## src/inc/aodc_params.svh

```systemverilog
`ifndef AODC_PARAMS_SVH
`define AODC_PARAMS_SVH
`define AODC_CLK_MHZ 100
`define AODC_STEP_BASE_US 1000
`define AODC_STEP_BASE_CYCLES (`AODC_STEP_BASE_US * `AODC_CLK_MHZ)
`define AODC_REG_BYPASS_L 8'h00
`define AODC_REG_BYPASS_R 8'h01
`define AODC_REG_EAR_CONF 8'h02
`define AODC_REG_HS_EN 8'h03
`define AODC_REG_HS_GAIN 8'h04
`define AODC_REG_HS_CONF 8'h05
`define AODC_REG_SHORT_CONF 8'h06
`define AODC_REG_PUMP_CONF 8'h07
`define AODC_REG_ENV_THRESH 8'h08
`define AODC_REG_ENV_TIME 8'h09
`define AODC_REG_IRQ 8'h0A
`define AODC_REG_STATUS 8'h0B
`define AODC_REG_HS_CUR_GAIN 8'h0C
`define AODC_IRQ_EAR 0
`define AODC_IRQ_HSL 1
`define AODC_IRQ_HSR 2
`define AODC_RST_BYTE 8'h00
`define AODC_HS_GAIN_MIN 4'h0
`define AODC_BYPASS_MAX 5'h12
`define AODC_MAX_CHANNELS 3'h6
`endif

```

## src/inc/aodc_pkg.sv

```systemverilog
`default_nettype none
package aodc_pkg;
  typedef logic [3:0] aodc_gain_t;
  typedef enum logic [1:0] {AODC_SUP_LOW, AODC_SUP_BATT} aodc_supply_e;
  // headset code to dB: 4 dB steps up to -20, then 2 dB steps
  function automatic logic signed [7:0] aodc_hs_gain_db(input aodc_gain_t c);
    if (c < 4'h4) return 8'(-32 + 4 * int'(c));
    return 8'(-20 + 2 * (int'(c) - 3));
  endfunction
  function automatic logic [4:0] aodc_bypass_clamp(input logic [4:0] c);
    return (c > 5'h12) ? 5'h12 : c;
  endfunction
endpackage
`default_nettype wire

```

## src/logic/aodc_env_det.sv

```systemverilog
`timescale 1ns/10ps
`default_nettype none
module aodc_env_det (
  input wire logic core_clk_in,
  input wire logic reset_in,
  input wire logic enable_in,
  input wire logic manual_low_in,
  input wire logic [3:0] level_in,
  input wire logic [3:0] high_thresh_in,
  input wire logic [3:0] low_thresh_in,
  input wire logic [3:0] decay_in,
  input wire logic tick_in,
  output logic battery_sel_out
);
  logic [3:0] decay_cnt;
  always_ff @(posedge core_clk_in) begin
    if (reset_in) begin
      battery_sel_out <= 1'b1;
      decay_cnt <= 4'h0;
    end else if (!enable_in) begin
      battery_sel_out <= ~manual_low_in;
      decay_cnt <= 4'h0;
    end else if (level_in > high_thresh_in) begin
      battery_sel_out <= 1'b1;
      decay_cnt <= 4'h0;
    end else if (battery_sel_out && level_in < low_thresh_in) begin
      if (decay_cnt >= decay_in) begin
        battery_sel_out <= 1'b0;
        decay_cnt <= 4'h0;
      end else if (tick_in) begin
        decay_cnt <= decay_cnt + 4'h1;
      end
    end else begin
      decay_cnt <= 4'h0;
    end
  end
endmodule
`default_nettype wire

```

## src/logic/aodc_hs_ramp.sv

```systemverilog
`timescale 1ns/10ps
`default_nettype none
`include "aodc_params.svh"
module aodc_hs_ramp (
  input wire logic core_clk_in,
  input wire logic reset_in,
  input wire logic enable_in,
  input wire logic mute_in,
  input wire logic [3:0] target_gain_in,
  input wire logic step_tick_in,
  input wire logic zero_cross_in,
  input wire logic [1:0] speed_in,
  input wire logic ramp_disable_in,
  input wire logic zc_disable_in,
  output logic [3:0] gain_out,
  output logic powered_out,
  output logic mute_out
);
  logic req, step, due, force_step;
  logic [3:0] goal, timer, win;
  assign req = enable_in & ~mute_in;
  assign goal = req ? target_gain_in : `AODC_HS_GAIN_MIN;
  assign win = {2'b00, speed_in} + 4'h1;
  assign due = timer >= win;
  // a missing zero cross must not freeze the ramp forever
  assign force_step = timer >= {win[2:0], 1'b0};
  assign step = (gain_out != goal) &
    ((due & (zero_cross_in | zc_disable_in)) | force_step);
  always_ff @(posedge core_clk_in) begin
    if (reset_in) begin
      gain_out <= `AODC_HS_GAIN_MIN;
    end else if (ramp_disable_in) begin
      gain_out <= goal;
    end else if (step) begin
      gain_out <= (gain_out < goal) ? gain_out + 4'h1 : gain_out - 4'h1;
    end
  end
  always_ff @(posedge core_clk_in) begin
    if (reset_in || step || gain_out == goal) begin
      timer <= 4'h0;
    end else if (step_tick_in && timer != 4'h8) begin
      timer <= timer + 4'h1;
    end
  end
  always_ff @(posedge core_clk_in) begin
    if (reset_in) begin
      powered_out <= 1'b0;
      mute_out <= 1'b1;
    end else begin
      powered_out <= enable_in | (powered_out & gain_out != goal);
      mute_out <= ~powered_out | (~req & gain_out == goal);
    end
  end
endmodule
`default_nettype wire

```

## src/logic/aodc_top.sv

```systemverilog
// Contract
// - bypass attenuation -36..0 dB, 2 dB steps
// - earpiece enables, mute and low-power selects
// - one bit picks earpiece DAC source
// - earpiece short protection on; sets flag
// - headset short protection per side flags
// - auto power-down bit disables shorted driver
// - separate short disable for earpiece, headset
// - headset starts muted, ramps up gain
// - step duration by speed, zero cross
// - headset gain code to dB mapping
// - gain changes walk every intermediate code
// - separate ramp and zero-cross disable bits
// - mute or disable ramps down first
// - high-pass and headset low-power selects
// - disabled headset hi-z or pulled down
// - pump enable; headset may follow it
// - above high threshold: battery supply at once
// - below low for decay time: low supply
// - earpiece common-mode two-bit select
// - at most six channels active; code only raises channel_overload_out above six, nothing is turned off
// - manual supply select when detector off
//
// Strobed register access and the address map are this design's own decisions.
`timescale 1ns/10ps
`default_nettype none
`include "aodc_params.svh"
module aodc_top #(
  parameter int STEP_BASE_CYCLES = `AODC_STEP_BASE_CYCLES
) (
  input wire logic core_clk_in,
  input wire logic reset_in,
  input wire logic [7:0] reg_addr_in,
  input wire logic [7:0] reg_wdata_in,
  input wire logic reg_write_in,
  input wire logic reg_read_in,
  output logic [7:0] reg_rdata_out,
  input wire logic ear_short_in,
  input wire logic hs_short_left_in,
  input wire logic hs_short_right_in,
  input wire logic zero_cross_left_in,
  input wire logic zero_cross_right_in,
  input wire logic [3:0] envelope_level_in,
  input wire logic [2:0] other_channels_in,
  output logic [4:0] bypass_gain_left_out,
  output logic [4:0] bypass_gain_right_out,
  output logic hs_stage_en_left_out,
  output logic hs_stage_en_right_out,
  output logic earpiece_drv_on_out,
  output logic earpiece_dac_on_out,
  output logic earpiece_mute_out,
  output logic earpiece_drv_lowpower_out,
  output logic earpiece_dac_lowpower_out,
  output logic earpiece_source_sel_out,
  output logic [1:0] earpiece_common_mode_sel_out,
  output logic [3:0] hs_gain_left_out,
  output logic [3:0] hs_gain_right_out,
  output logic signed [7:0] hs_gain_db_left_out,
  output logic signed [7:0] hs_gain_db_right_out,
  output logic hs_drv_on_left_out,
  output logic hs_drv_on_right_out,
  output logic hs_mute_left_out,
  output logic hs_mute_right_out,
  output logic hs_dac_on_left_out,
  output logic hs_dac_on_right_out,
  output logic hs_highpass_enable_out,
  output logic hs_drv_lowpower_out,
  output logic [1:0] hs_dac_lowpower_out,
  output logic hs_pulldown_out,
  output logic neg_pump_run_out,
  output logic pump_battery_sel_out,
  output logic channel_overload_out
);
  if (STEP_BASE_CYCLES < 2) begin : g_chk
    $error("STEP_BASE_CYCLES must be at least 2");
  end

  logic [4:0] bypass_gain_left, bypass_gain_right;
  logic [7:0] ear_conf, hs_en, hs_gain, hs_conf, short_conf, pump_conf;
  logic [7:0] env_thresh;
  logic [3:0] env_time;
  logic [2:0] irq_flags;
  logic ear_trip, hsl_trip, hsr_trip;
  logic [4:0] sync_a, sync_b;
  logic ear_short, hsl_short, hsr_short, zc_left, zc_right;
  logic ear_det, hsl_det, hsr_det;
  logic [2:0] det_vec;
  logic ear_drv_on, hsl_en_eff, hsr_en_eff;
  logic wr_irq, rd_irq;
  logic [31:0] div_cnt;
  logic step_tick;
  logic [3:0] cur_left, cur_right;
  logic hsl_powered, hsr_powered;
  logic [2:0] own_channels;

  wire earpiece_enable = ear_conf[0];
  wire earpiece_dac_enable = ear_conf[1];
  wire auto_pd = short_conf[0];
  wire earpiece_short_disable = short_conf[1];
  wire hs_short_disable = short_conf[2];
  wire neg_pump_enable = pump_conf[0];
  wire hs_follow_pump_enable = pump_conf[1];

  // analog comparator pins are asynchronous to the core clock
  always_ff @(posedge core_clk_in) begin
    if (reset_in) begin
      sync_a <= 5'h00;
      sync_b <= 5'h00;
    end else begin
      sync_a <= {zero_cross_right_in, zero_cross_left_in, hs_short_right_in,
        hs_short_left_in, ear_short_in};
      sync_b <= sync_a;
    end
  end
  assign {zc_right, zc_left, hsr_short, hsl_short, ear_short} = sync_b;

  always_ff @(posedge core_clk_in) begin
    if (reset_in) begin
      bypass_gain_left <= 5'h00;
      bypass_gain_right <= 5'h00;
      ear_conf <= `AODC_RST_BYTE;
      hs_en <= `AODC_RST_BYTE;
      hs_gain <= `AODC_RST_BYTE;
      hs_conf <= `AODC_RST_BYTE;
      short_conf <= `AODC_RST_BYTE;
      pump_conf <= `AODC_RST_BYTE;
      env_thresh <= `AODC_RST_BYTE;
      env_time <= 4'h0;
    end else if (reg_write_in) begin
      unique case (reg_addr_in)
        `AODC_REG_BYPASS_L: bypass_gain_left <= reg_wdata_in[4:0];
        `AODC_REG_BYPASS_R: bypass_gain_right <= reg_wdata_in[4:0];
        `AODC_REG_EAR_CONF: ear_conf <= reg_wdata_in;
        `AODC_REG_HS_EN: hs_en <= reg_wdata_in;
        `AODC_REG_HS_GAIN: hs_gain <= reg_wdata_in;
        `AODC_REG_HS_CONF: hs_conf <= reg_wdata_in;
        `AODC_REG_SHORT_CONF: short_conf <= {4'h0, reg_wdata_in[3:0]};
        `AODC_REG_PUMP_CONF: pump_conf <= {4'h0, reg_wdata_in[3:0]};
        `AODC_REG_ENV_THRESH: env_thresh <= reg_wdata_in;
        `AODC_REG_ENV_TIME: env_time <= reg_wdata_in[3:0];
        default: ;
      endcase
    end
  end

  assign wr_irq = reg_write_in && reg_addr_in == `AODC_REG_IRQ;
  assign rd_irq = reg_read_in && reg_addr_in == `AODC_REG_IRQ;

  always_ff @(posedge core_clk_in) begin
    if (reset_in) begin
      reg_rdata_out <= 8'h00;
    end else if (reg_read_in) begin
      unique case (reg_addr_in)
        `AODC_REG_BYPASS_L: reg_rdata_out <= {3'h0, bypass_gain_left};
        `AODC_REG_BYPASS_R: reg_rdata_out <= {3'h0, bypass_gain_right};
        `AODC_REG_EAR_CONF: reg_rdata_out <= ear_conf;
        `AODC_REG_HS_EN: reg_rdata_out <= hs_en;
        `AODC_REG_HS_GAIN: reg_rdata_out <= hs_gain;
        `AODC_REG_HS_CONF: reg_rdata_out <= hs_conf;
        `AODC_REG_SHORT_CONF: reg_rdata_out <= short_conf;
        `AODC_REG_PUMP_CONF: reg_rdata_out <= pump_conf;
        `AODC_REG_ENV_THRESH: reg_rdata_out <= env_thresh;
        `AODC_REG_ENV_TIME: reg_rdata_out <= {4'h0, env_time};
        `AODC_REG_IRQ: reg_rdata_out <= {5'h00, irq_flags};
        `AODC_REG_STATUS: reg_rdata_out <= {channel_overload_out,
          pump_battery_sel_out, hsr_trip, hsl_trip, ear_trip,
          hsr_powered, hsl_powered, ear_drv_on};
        `AODC_REG_HS_CUR_GAIN: reg_rdata_out <= {cur_right, cur_left};
        default: reg_rdata_out <= 8'h00;
      endcase
    end else begin
      reg_rdata_out <= 8'h00;
    end
  end

  assign ear_drv_on = earpiece_enable & ~ear_trip;
  assign ear_det = ear_short & ear_drv_on & ~earpiece_short_disable;
  assign hsl_det = hsl_short & hsl_powered & ~hs_short_disable;
  assign hsr_det = hsr_short & hsr_powered & ~hs_short_disable;
  assign det_vec = {hsr_det, hsl_det, ear_det};

  // set beats clear: a short in the clearing cycle stays visible
  always_ff @(posedge core_clk_in) begin
    if (reset_in) begin
      irq_flags <= 3'h0;
    end else begin
      for (int i = 0; i < 3; i++) begin
        if (det_vec[i]) begin
          irq_flags[i] <= 1'b1;
        end else if (rd_irq || (wr_irq && reg_wdata_in[i])) begin
          irq_flags[i] <= 1'b0;
        end
      end
    end
  end

  // trips release only once software drops the enable bit
  always_ff @(posedge core_clk_in) begin
    if (reset_in) begin
      ear_trip <= 1'b0;
      hsl_trip <= 1'b0;
      hsr_trip <= 1'b0;
    end else begin
      if (auto_pd && ear_det) begin
        ear_trip <= 1'b1;
      end else if (!earpiece_enable) begin
        ear_trip <= 1'b0;
      end
      if (auto_pd && hsl_det) begin
        hsl_trip <= 1'b1;
      end else if (!(hs_follow_pump_enable ? neg_pump_enable : hs_en[0])) begin
        hsl_trip <= 1'b0;
      end
      if (auto_pd && hsr_det) begin
        hsr_trip <= 1'b1;
      end else if (!(hs_follow_pump_enable ? neg_pump_enable : hs_en[1])) begin
        hsr_trip <= 1'b0;
      end
    end
  end

  assign hsl_en_eff = (hs_follow_pump_enable ? neg_pump_enable : hs_en[0])
    & ~hsl_trip;
  assign hsr_en_eff = (hs_follow_pump_enable ? neg_pump_enable : hs_en[1])
    & ~hsr_trip;

  always_ff @(posedge core_clk_in) begin
    if (reset_in || div_cnt == 32'(STEP_BASE_CYCLES - 1)) begin
      div_cnt <= 32'h0;
    end else begin
      div_cnt <= div_cnt + 32'h1;
    end
  end
  assign step_tick = div_cnt == 32'(STEP_BASE_CYCLES - 1);

  aodc_hs_ramp u_ramp_left (
    .core_clk_in(core_clk_in),
    .reset_in(reset_in),
    .enable_in(hsl_en_eff),
    .mute_in(hs_en[6]),
    .target_gain_in(hs_gain[3:0]),
    .step_tick_in(step_tick),
    .zero_cross_in(zc_left),
    .speed_in(hs_conf[1:0]),
    .ramp_disable_in(hs_conf[2]),
    .zc_disable_in(hs_conf[3]),
    .gain_out(cur_left),
    .powered_out(hsl_powered),
    .mute_out(hs_mute_left_out)
  );
  aodc_hs_ramp u_ramp_right (
    .core_clk_in(core_clk_in),
    .reset_in(reset_in),
    .enable_in(hsr_en_eff),
    .mute_in(hs_en[7]),
    .target_gain_in(hs_gain[7:4]),
    .step_tick_in(step_tick),
    .zero_cross_in(zc_right),
    .speed_in(hs_conf[1:0]),
    .ramp_disable_in(hs_conf[2]),
    .zc_disable_in(hs_conf[3]),
    .gain_out(cur_right),
    .powered_out(hsr_powered),
    .mute_out(hs_mute_right_out)
  );
  aodc_env_det u_env (
    .core_clk_in(core_clk_in),
    .reset_in(reset_in),
    .enable_in(pump_conf[2]),
    .manual_low_in(pump_conf[3]),
    .level_in(envelope_level_in),
    .high_thresh_in(env_thresh[3:0]),
    .low_thresh_in(env_thresh[7:4]),
    .decay_in(env_time),
    .tick_in(step_tick),
    .battery_sel_out(pump_battery_sel_out)
  );

  // line-out borrows these three DACs, so they count once here
  assign own_channels = {2'b00, ear_conf[1]} + {2'b00, hs_en[4]}
    + {2'b00, hs_en[5]};

  always_ff @(posedge core_clk_in) begin
    if (reset_in) begin
      bypass_gain_left_out <= 5'h00;
      bypass_gain_right_out <= 5'h00;
      hs_gain_db_left_out <= 8'sh00;
      hs_gain_db_right_out <= 8'sh00;
      channel_overload_out <= 1'b0;
    end else begin
      bypass_gain_left_out <= aodc_pkg::aodc_bypass_clamp(bypass_gain_left);
      bypass_gain_right_out <= aodc_pkg::aodc_bypass_clamp(bypass_gain_right);
      hs_gain_db_left_out <= aodc_pkg::aodc_hs_gain_db(cur_left);
      hs_gain_db_right_out <= aodc_pkg::aodc_hs_gain_db(cur_right);
      channel_overload_out <=
        ({1'b0, own_channels} + {1'b0, other_channels_in}) >
        {1'b0, `AODC_MAX_CHANNELS};
    end
  end

  // stage enables are passed through; bypass audio relies on them
  assign hs_stage_en_left_out = hs_en[2];
  assign hs_stage_en_right_out = hs_en[3];
  assign earpiece_drv_on_out = ear_drv_on;
  assign earpiece_dac_on_out = earpiece_dac_enable;
  assign earpiece_mute_out = ear_conf[2];
  assign earpiece_drv_lowpower_out = ear_conf[3];
  assign earpiece_dac_lowpower_out = ear_conf[4];
  assign earpiece_source_sel_out = ear_conf[5];
  assign earpiece_common_mode_sel_out = ear_conf[7:6];
  assign hs_gain_left_out = cur_left;
  assign hs_gain_right_out = cur_right;
  assign hs_drv_on_left_out = hsl_powered;
  assign hs_drv_on_right_out = hsr_powered;
  assign hs_dac_on_left_out = hs_en[4];
  assign hs_dac_on_right_out = hs_en[5];
  assign hs_highpass_enable_out = hs_conf[4];
  assign hs_drv_lowpower_out = hs_conf[5];
  assign hs_dac_lowpower_out = hs_conf[7:6];
  // pull-down only matters while both drivers are off; else hi-z
  assign hs_pulldown_out = short_conf[3] & ~hsl_powered & ~hsr_powered;
  assign neg_pump_run_out = neg_pump_enable;
endmodule
`default_nettype wire

```

## config.mk

```make
export PLATFORM = sky130hd
export DESIGN_NAME = aodc_top
export DESIGN_NICKNAME = d
export VERILOG_FILES = /design/src/inc/aodc_pkg.sv /design/src/logic/aodc_env_det.sv /design/src/logic/aodc_hs_ramp.sv /design/src/logic/aodc_top.sv
export VERILOG_INCLUDE_DIRS = /design/src /design/src/inc
export SDC_FILE = /design/constraint.sdc
export NUM_CORES = 1
export LEC_CHECK = 0
export BUFFER_PORTS_ARGS = -buffer_cell sky130_fd_sc_hd__buf_2
export CAP_MARGIN = 10
export CORE_MARGIN = 3
export CORE_UTILIZATION = 50
export DETAILED_ROUTE_END_ITERATION = 16
export GPL_TIMING_DRIVEN = 1
export PLACE_DENSITY = 0.66
export REMOVE_ABC_BUFFERS = 1
export SLEW_MARGIN = 20
export SYNTH_ARGS = -nofsm -noshare
export SYNTH_HDL_FRONTEND = slang
export SYNTH_HIERARCHICAL = 1
export SYNTH_SLANG_ARGS = --single-unit
```

## constraint.sdc

```tcl
create_clock -name core_clk_in -period 4.6 [get_ports core_clk_in]
set_input_delay 0.92 -clock core_clk_in [delete_from_list [all_inputs] [get_ports core_clk_in]]
set_output_delay 0.92 -clock core_clk_in [all_outputs]
set_load 0.01 [all_outputs]
```

==> impl_results.md <==
- Hold Crit Class: reg2reg
- Rel. slew slack: 0.349
- Share of cells above drive strength 1: 0.174
- Wirelength per Cell: around 18 microns
- Latest clock arrival within the worst-skew pair: around 0.42 ns
- Fin Hold WS: 0.438 ns
- Vias in the first global route: 6731
- Final worst slack: slightly below 1 ns
- Placer Congestion: 0.984
- Sequential power share: 0.500
- Core area: 0.0169 sq mm
- Measured slew at the worst slew-check pin: 0.964 ns
- Fin. Hold Viols: 0
- Wl on met1: between 10000 and 15000 microns
- Post-Route Skew: 0.00781 ns
- FF-to-FF setup slack: 0.97 ns
- Setup Fix Bufs, Post-CTS: 0
- Setup TNS: 0 ns
- Sequential fraction of the synthesis area: 0.380
- Leak Pwr: 4.01 nW
- Die Ht: approximately 140 microns
- RSZ-0062 raised after global routing: no
- Clk root buf: clkbuf_16
- CTS tree: done
- Layout Utilization: 0.584
- CTS buffer count: 17
- Power Total: 2.91 mW
- Routed Antenna Nets: 0
- Max Slew Vio Count: 0
- Critical path's largest stage delay: 0.40 ns
- Comb power frac: 0.044
- Crit path max-delay family: simple AND/OR/NAND/NOR gates
- Synth unique cells: 80
- CP startpoint kind: register
- Switching share of power: 0.232
- Max IR drop VDD: approximately 0.00025 V
- Drt first-iter violations: 612
- Post-synthesis average cell area: a little over 9 sq um
- Post-route minimum period: between 3 and 4 ns
- Hold Path End: sync_b[0]
- Crit share post-route: 0.789
- # rows: 47
- N_diodes: 0
- Slowest-stage cell, CP: nor2b_1
- Outcome: complete, no violations
- Total grt overflow: 0
- H-tree levels: 4
- # nets final: 1111
- CP Class: reg2reg
- Mapped Cells: 953
- I/O Pins: 98
- # clock sinks: 166
- Clk buf depth: 2
- # resized after CTS: 0
- Worst-path cell chain: nand2b_1, a21oi_1, nor2b_1, nand2_1, ha_1, nor2b_1, o211a_1, or2_1, ha_1, a21o_1, a21oi_1, or3_1, a211oi_1, and3b_1
- Routed met3 length: 1710 microns
- Commonest non-fill, non-tap cell in the layout: dfxtp_1
- Synth Warn #: 6
- Remaining DRCs: 0
- Uppermost layer routed: met4
- Maximum clock rate: 276 MHz
- Worst flop-to-flop path endpoint: u_ramp_right/gain_out[3]
- Die W: approximately 140 microns
- Worst-path clk slew: 0.06 ns
- Buffers on Ports: 95
- Vias per cell: 5.69
- Largest net degree at the start of global routing: 48
- Arrival time worst endpoint: 3.94 ns
- Psw: 0.674 mW
- Setup-failing EPs final: 0
- Initial Util: 0.518
- First-pass DRT Iterations: 5
- Hold_sp: sync_a[0]
- First-pass GRT wire length: 35900 microns
- CP max FO: 6
- DP Worst Slack: around 1.1 ns
- Synth Flop Type: dfxtp_1
- Hold buffers post-CTS: 0
- Routed wl met2: 9880 microns
- Total number of vias: 7169
- Register-to-Register Path Depth: 14
- WP buf/inv: 0
- Worst Hold Depth: 1
- Total Routing Usage GR: 0.229
- Die area: ~0.019 sq mm
- Int Power: 2.23 mW
- Final WL: 22400 microns
- Power Density: 295 mW/mm^2
- Max cap viols: 0
- CP Capture Type: register
- Most frequent cells in the layout: dfxtp_1 (166), nor2_1 (126), buf_2 (94)
- Antenna violations before repair: 0
- Post-synthesis async set-or-reset flop share: 0
- Area growth syn-to-layout: 12.7%
- Launch point of the worst reg-to-reg path: pump_conf[1]
- Seq cells post-synth: 166
- Clock share of power: 0.457
- Syn Std Cell Area: 0.00875 sq mm
- Post-synth EDFFs: 0
- Critical Path RT: around 4.9 ns
- Post-detail-place hpwl: 16000 microns
## how the worst max path moves through the flow
| stage | startpoint | endpoint | slack [ns] | cells past startpoint |
|---|---|---|---|---|
| after floorplan | div_cnt[0] | div_cnt[10] | 1.28 | 6 |
| after global placement | hs_en[0] | u_ramp_left/gain_out[3] | 1.16 | 15 |
| after detailed placement | pump_conf[1] | u_ramp_right/gain_out[3] | 1.08 | 14 |
| after CTS | pump_conf[1] | u_ramp_right/gain_out[3] | 1.06 | 14 |
| after global routing | hs_en[0] | u_ramp_left/gain_out[3] | 0.73 | 15 |
| final | pump_conf[1] | u_ramp_right/gain_out[3] | 0.97 | 14 |
## worst register-to-register path, delay by kind of cell (launching register included)
| family | cells | cell delay (ns) |
|---|---|---|
| DFF | 1 | 0.34 |
| and+or+nand+nor | 7 | 1.61 |
| AOI/OAI and AO/OA | 5 | 0.96 |
| adders and majority gates | 2 | 0.60 |
## metrics by stage
stage / instances / instance area, sq um
floorplan: 906 / 8500
global placement: 1227 / 9310
detailed placement: 1227 / 9310
CTS: 1259 / 9860
global route: 1259 / 9860
finish: 1259 / 9860
## sequential cells by signal, summed over array words and instances, names as in the netlist, 5 cells and up
signal / cells
div_cnt: 32
bypass_gain_left: 5
bypass_gain_right_out: 5
env_thresh: 8
reg_rdata_out: 8
hs_en: 8
hs_gain_db_right_out: 6
hs_gain_db_left_out: 6
sync_a: 5
bypass_gain_right: 5
hs_gain: 8
ear_conf: 8
hs_conf: 8
sync_b: 5
bypass_gain_left_out: 5
## power by group through the flow
stage / sequential, mW / combinational [mW] / clock [mW]
after floorplan: 1.48 / 0.0459 / 0
after global placement: 1.48 / 0.124 / 0
after detailed placement: 1.48 / 0.125 / 0
after CTS: 1.45 / 0.126 / 1.35
after global routing: 1.45 / 0.138 / 1.42
final: 1.45 / 0.127 / 1.33
## final cells by class
type / count / area [sq um]
tap: 220 / 275
multi-input combinational: 694 / 5010
sequential: 166 / 3320
inverter: 46 / 173
clock buffer: 22 / 484
timing repair buffer: 101 / 523
clock inverter: 10 / 71.3
fill: 1516 / 7020
## metal layers
metal,track usage,vias up
met4,0.0697,0
li1,-,3522
met5,0,-
met3,0.0618,26
met1,0.319,3373
met2,0.349,248
## cells in the mapped netlist (9+ instances only)
cell	n	area (sq um)
nand3_1	49	245
a211oi_1	10	75.1
mux2i_1	67	671
buf_2	10	50.1
ha_1	49	613
xor2_1	18	158
nand3b_1	9	67.6
o21ai_0	18	90.1
xnor2_1	27	236
nor4_1	18	113
inv_1	46	173
buf_4	11	82.6
nand4_1	13	81.3
nor2_1	126	473
clkbuf_1	22	82.6
nor3_1	9	45.0
a21o_1	11	82.6
nand2_1	46	173
nor2b_1	30	188
dfxtp_1	166	3320
a21oi_1	35	175
## logic make-up (layout without fill, tap and decap cells)
logic type      count (synthesis)  after routing  synth area share
buf+inv                        94            179            0.0483
simple gates                  368            368             0.230
other cells                     1              2          0.000429
compound gates                153            153             0.133
flops                         166            166             0.380
fa+ha+maj                      53             53            0.0792
xor+xnor                       45             45            0.0451
mux                            73             73            0.0844
No activity file was read; power rests on OpenSTA's default activity.
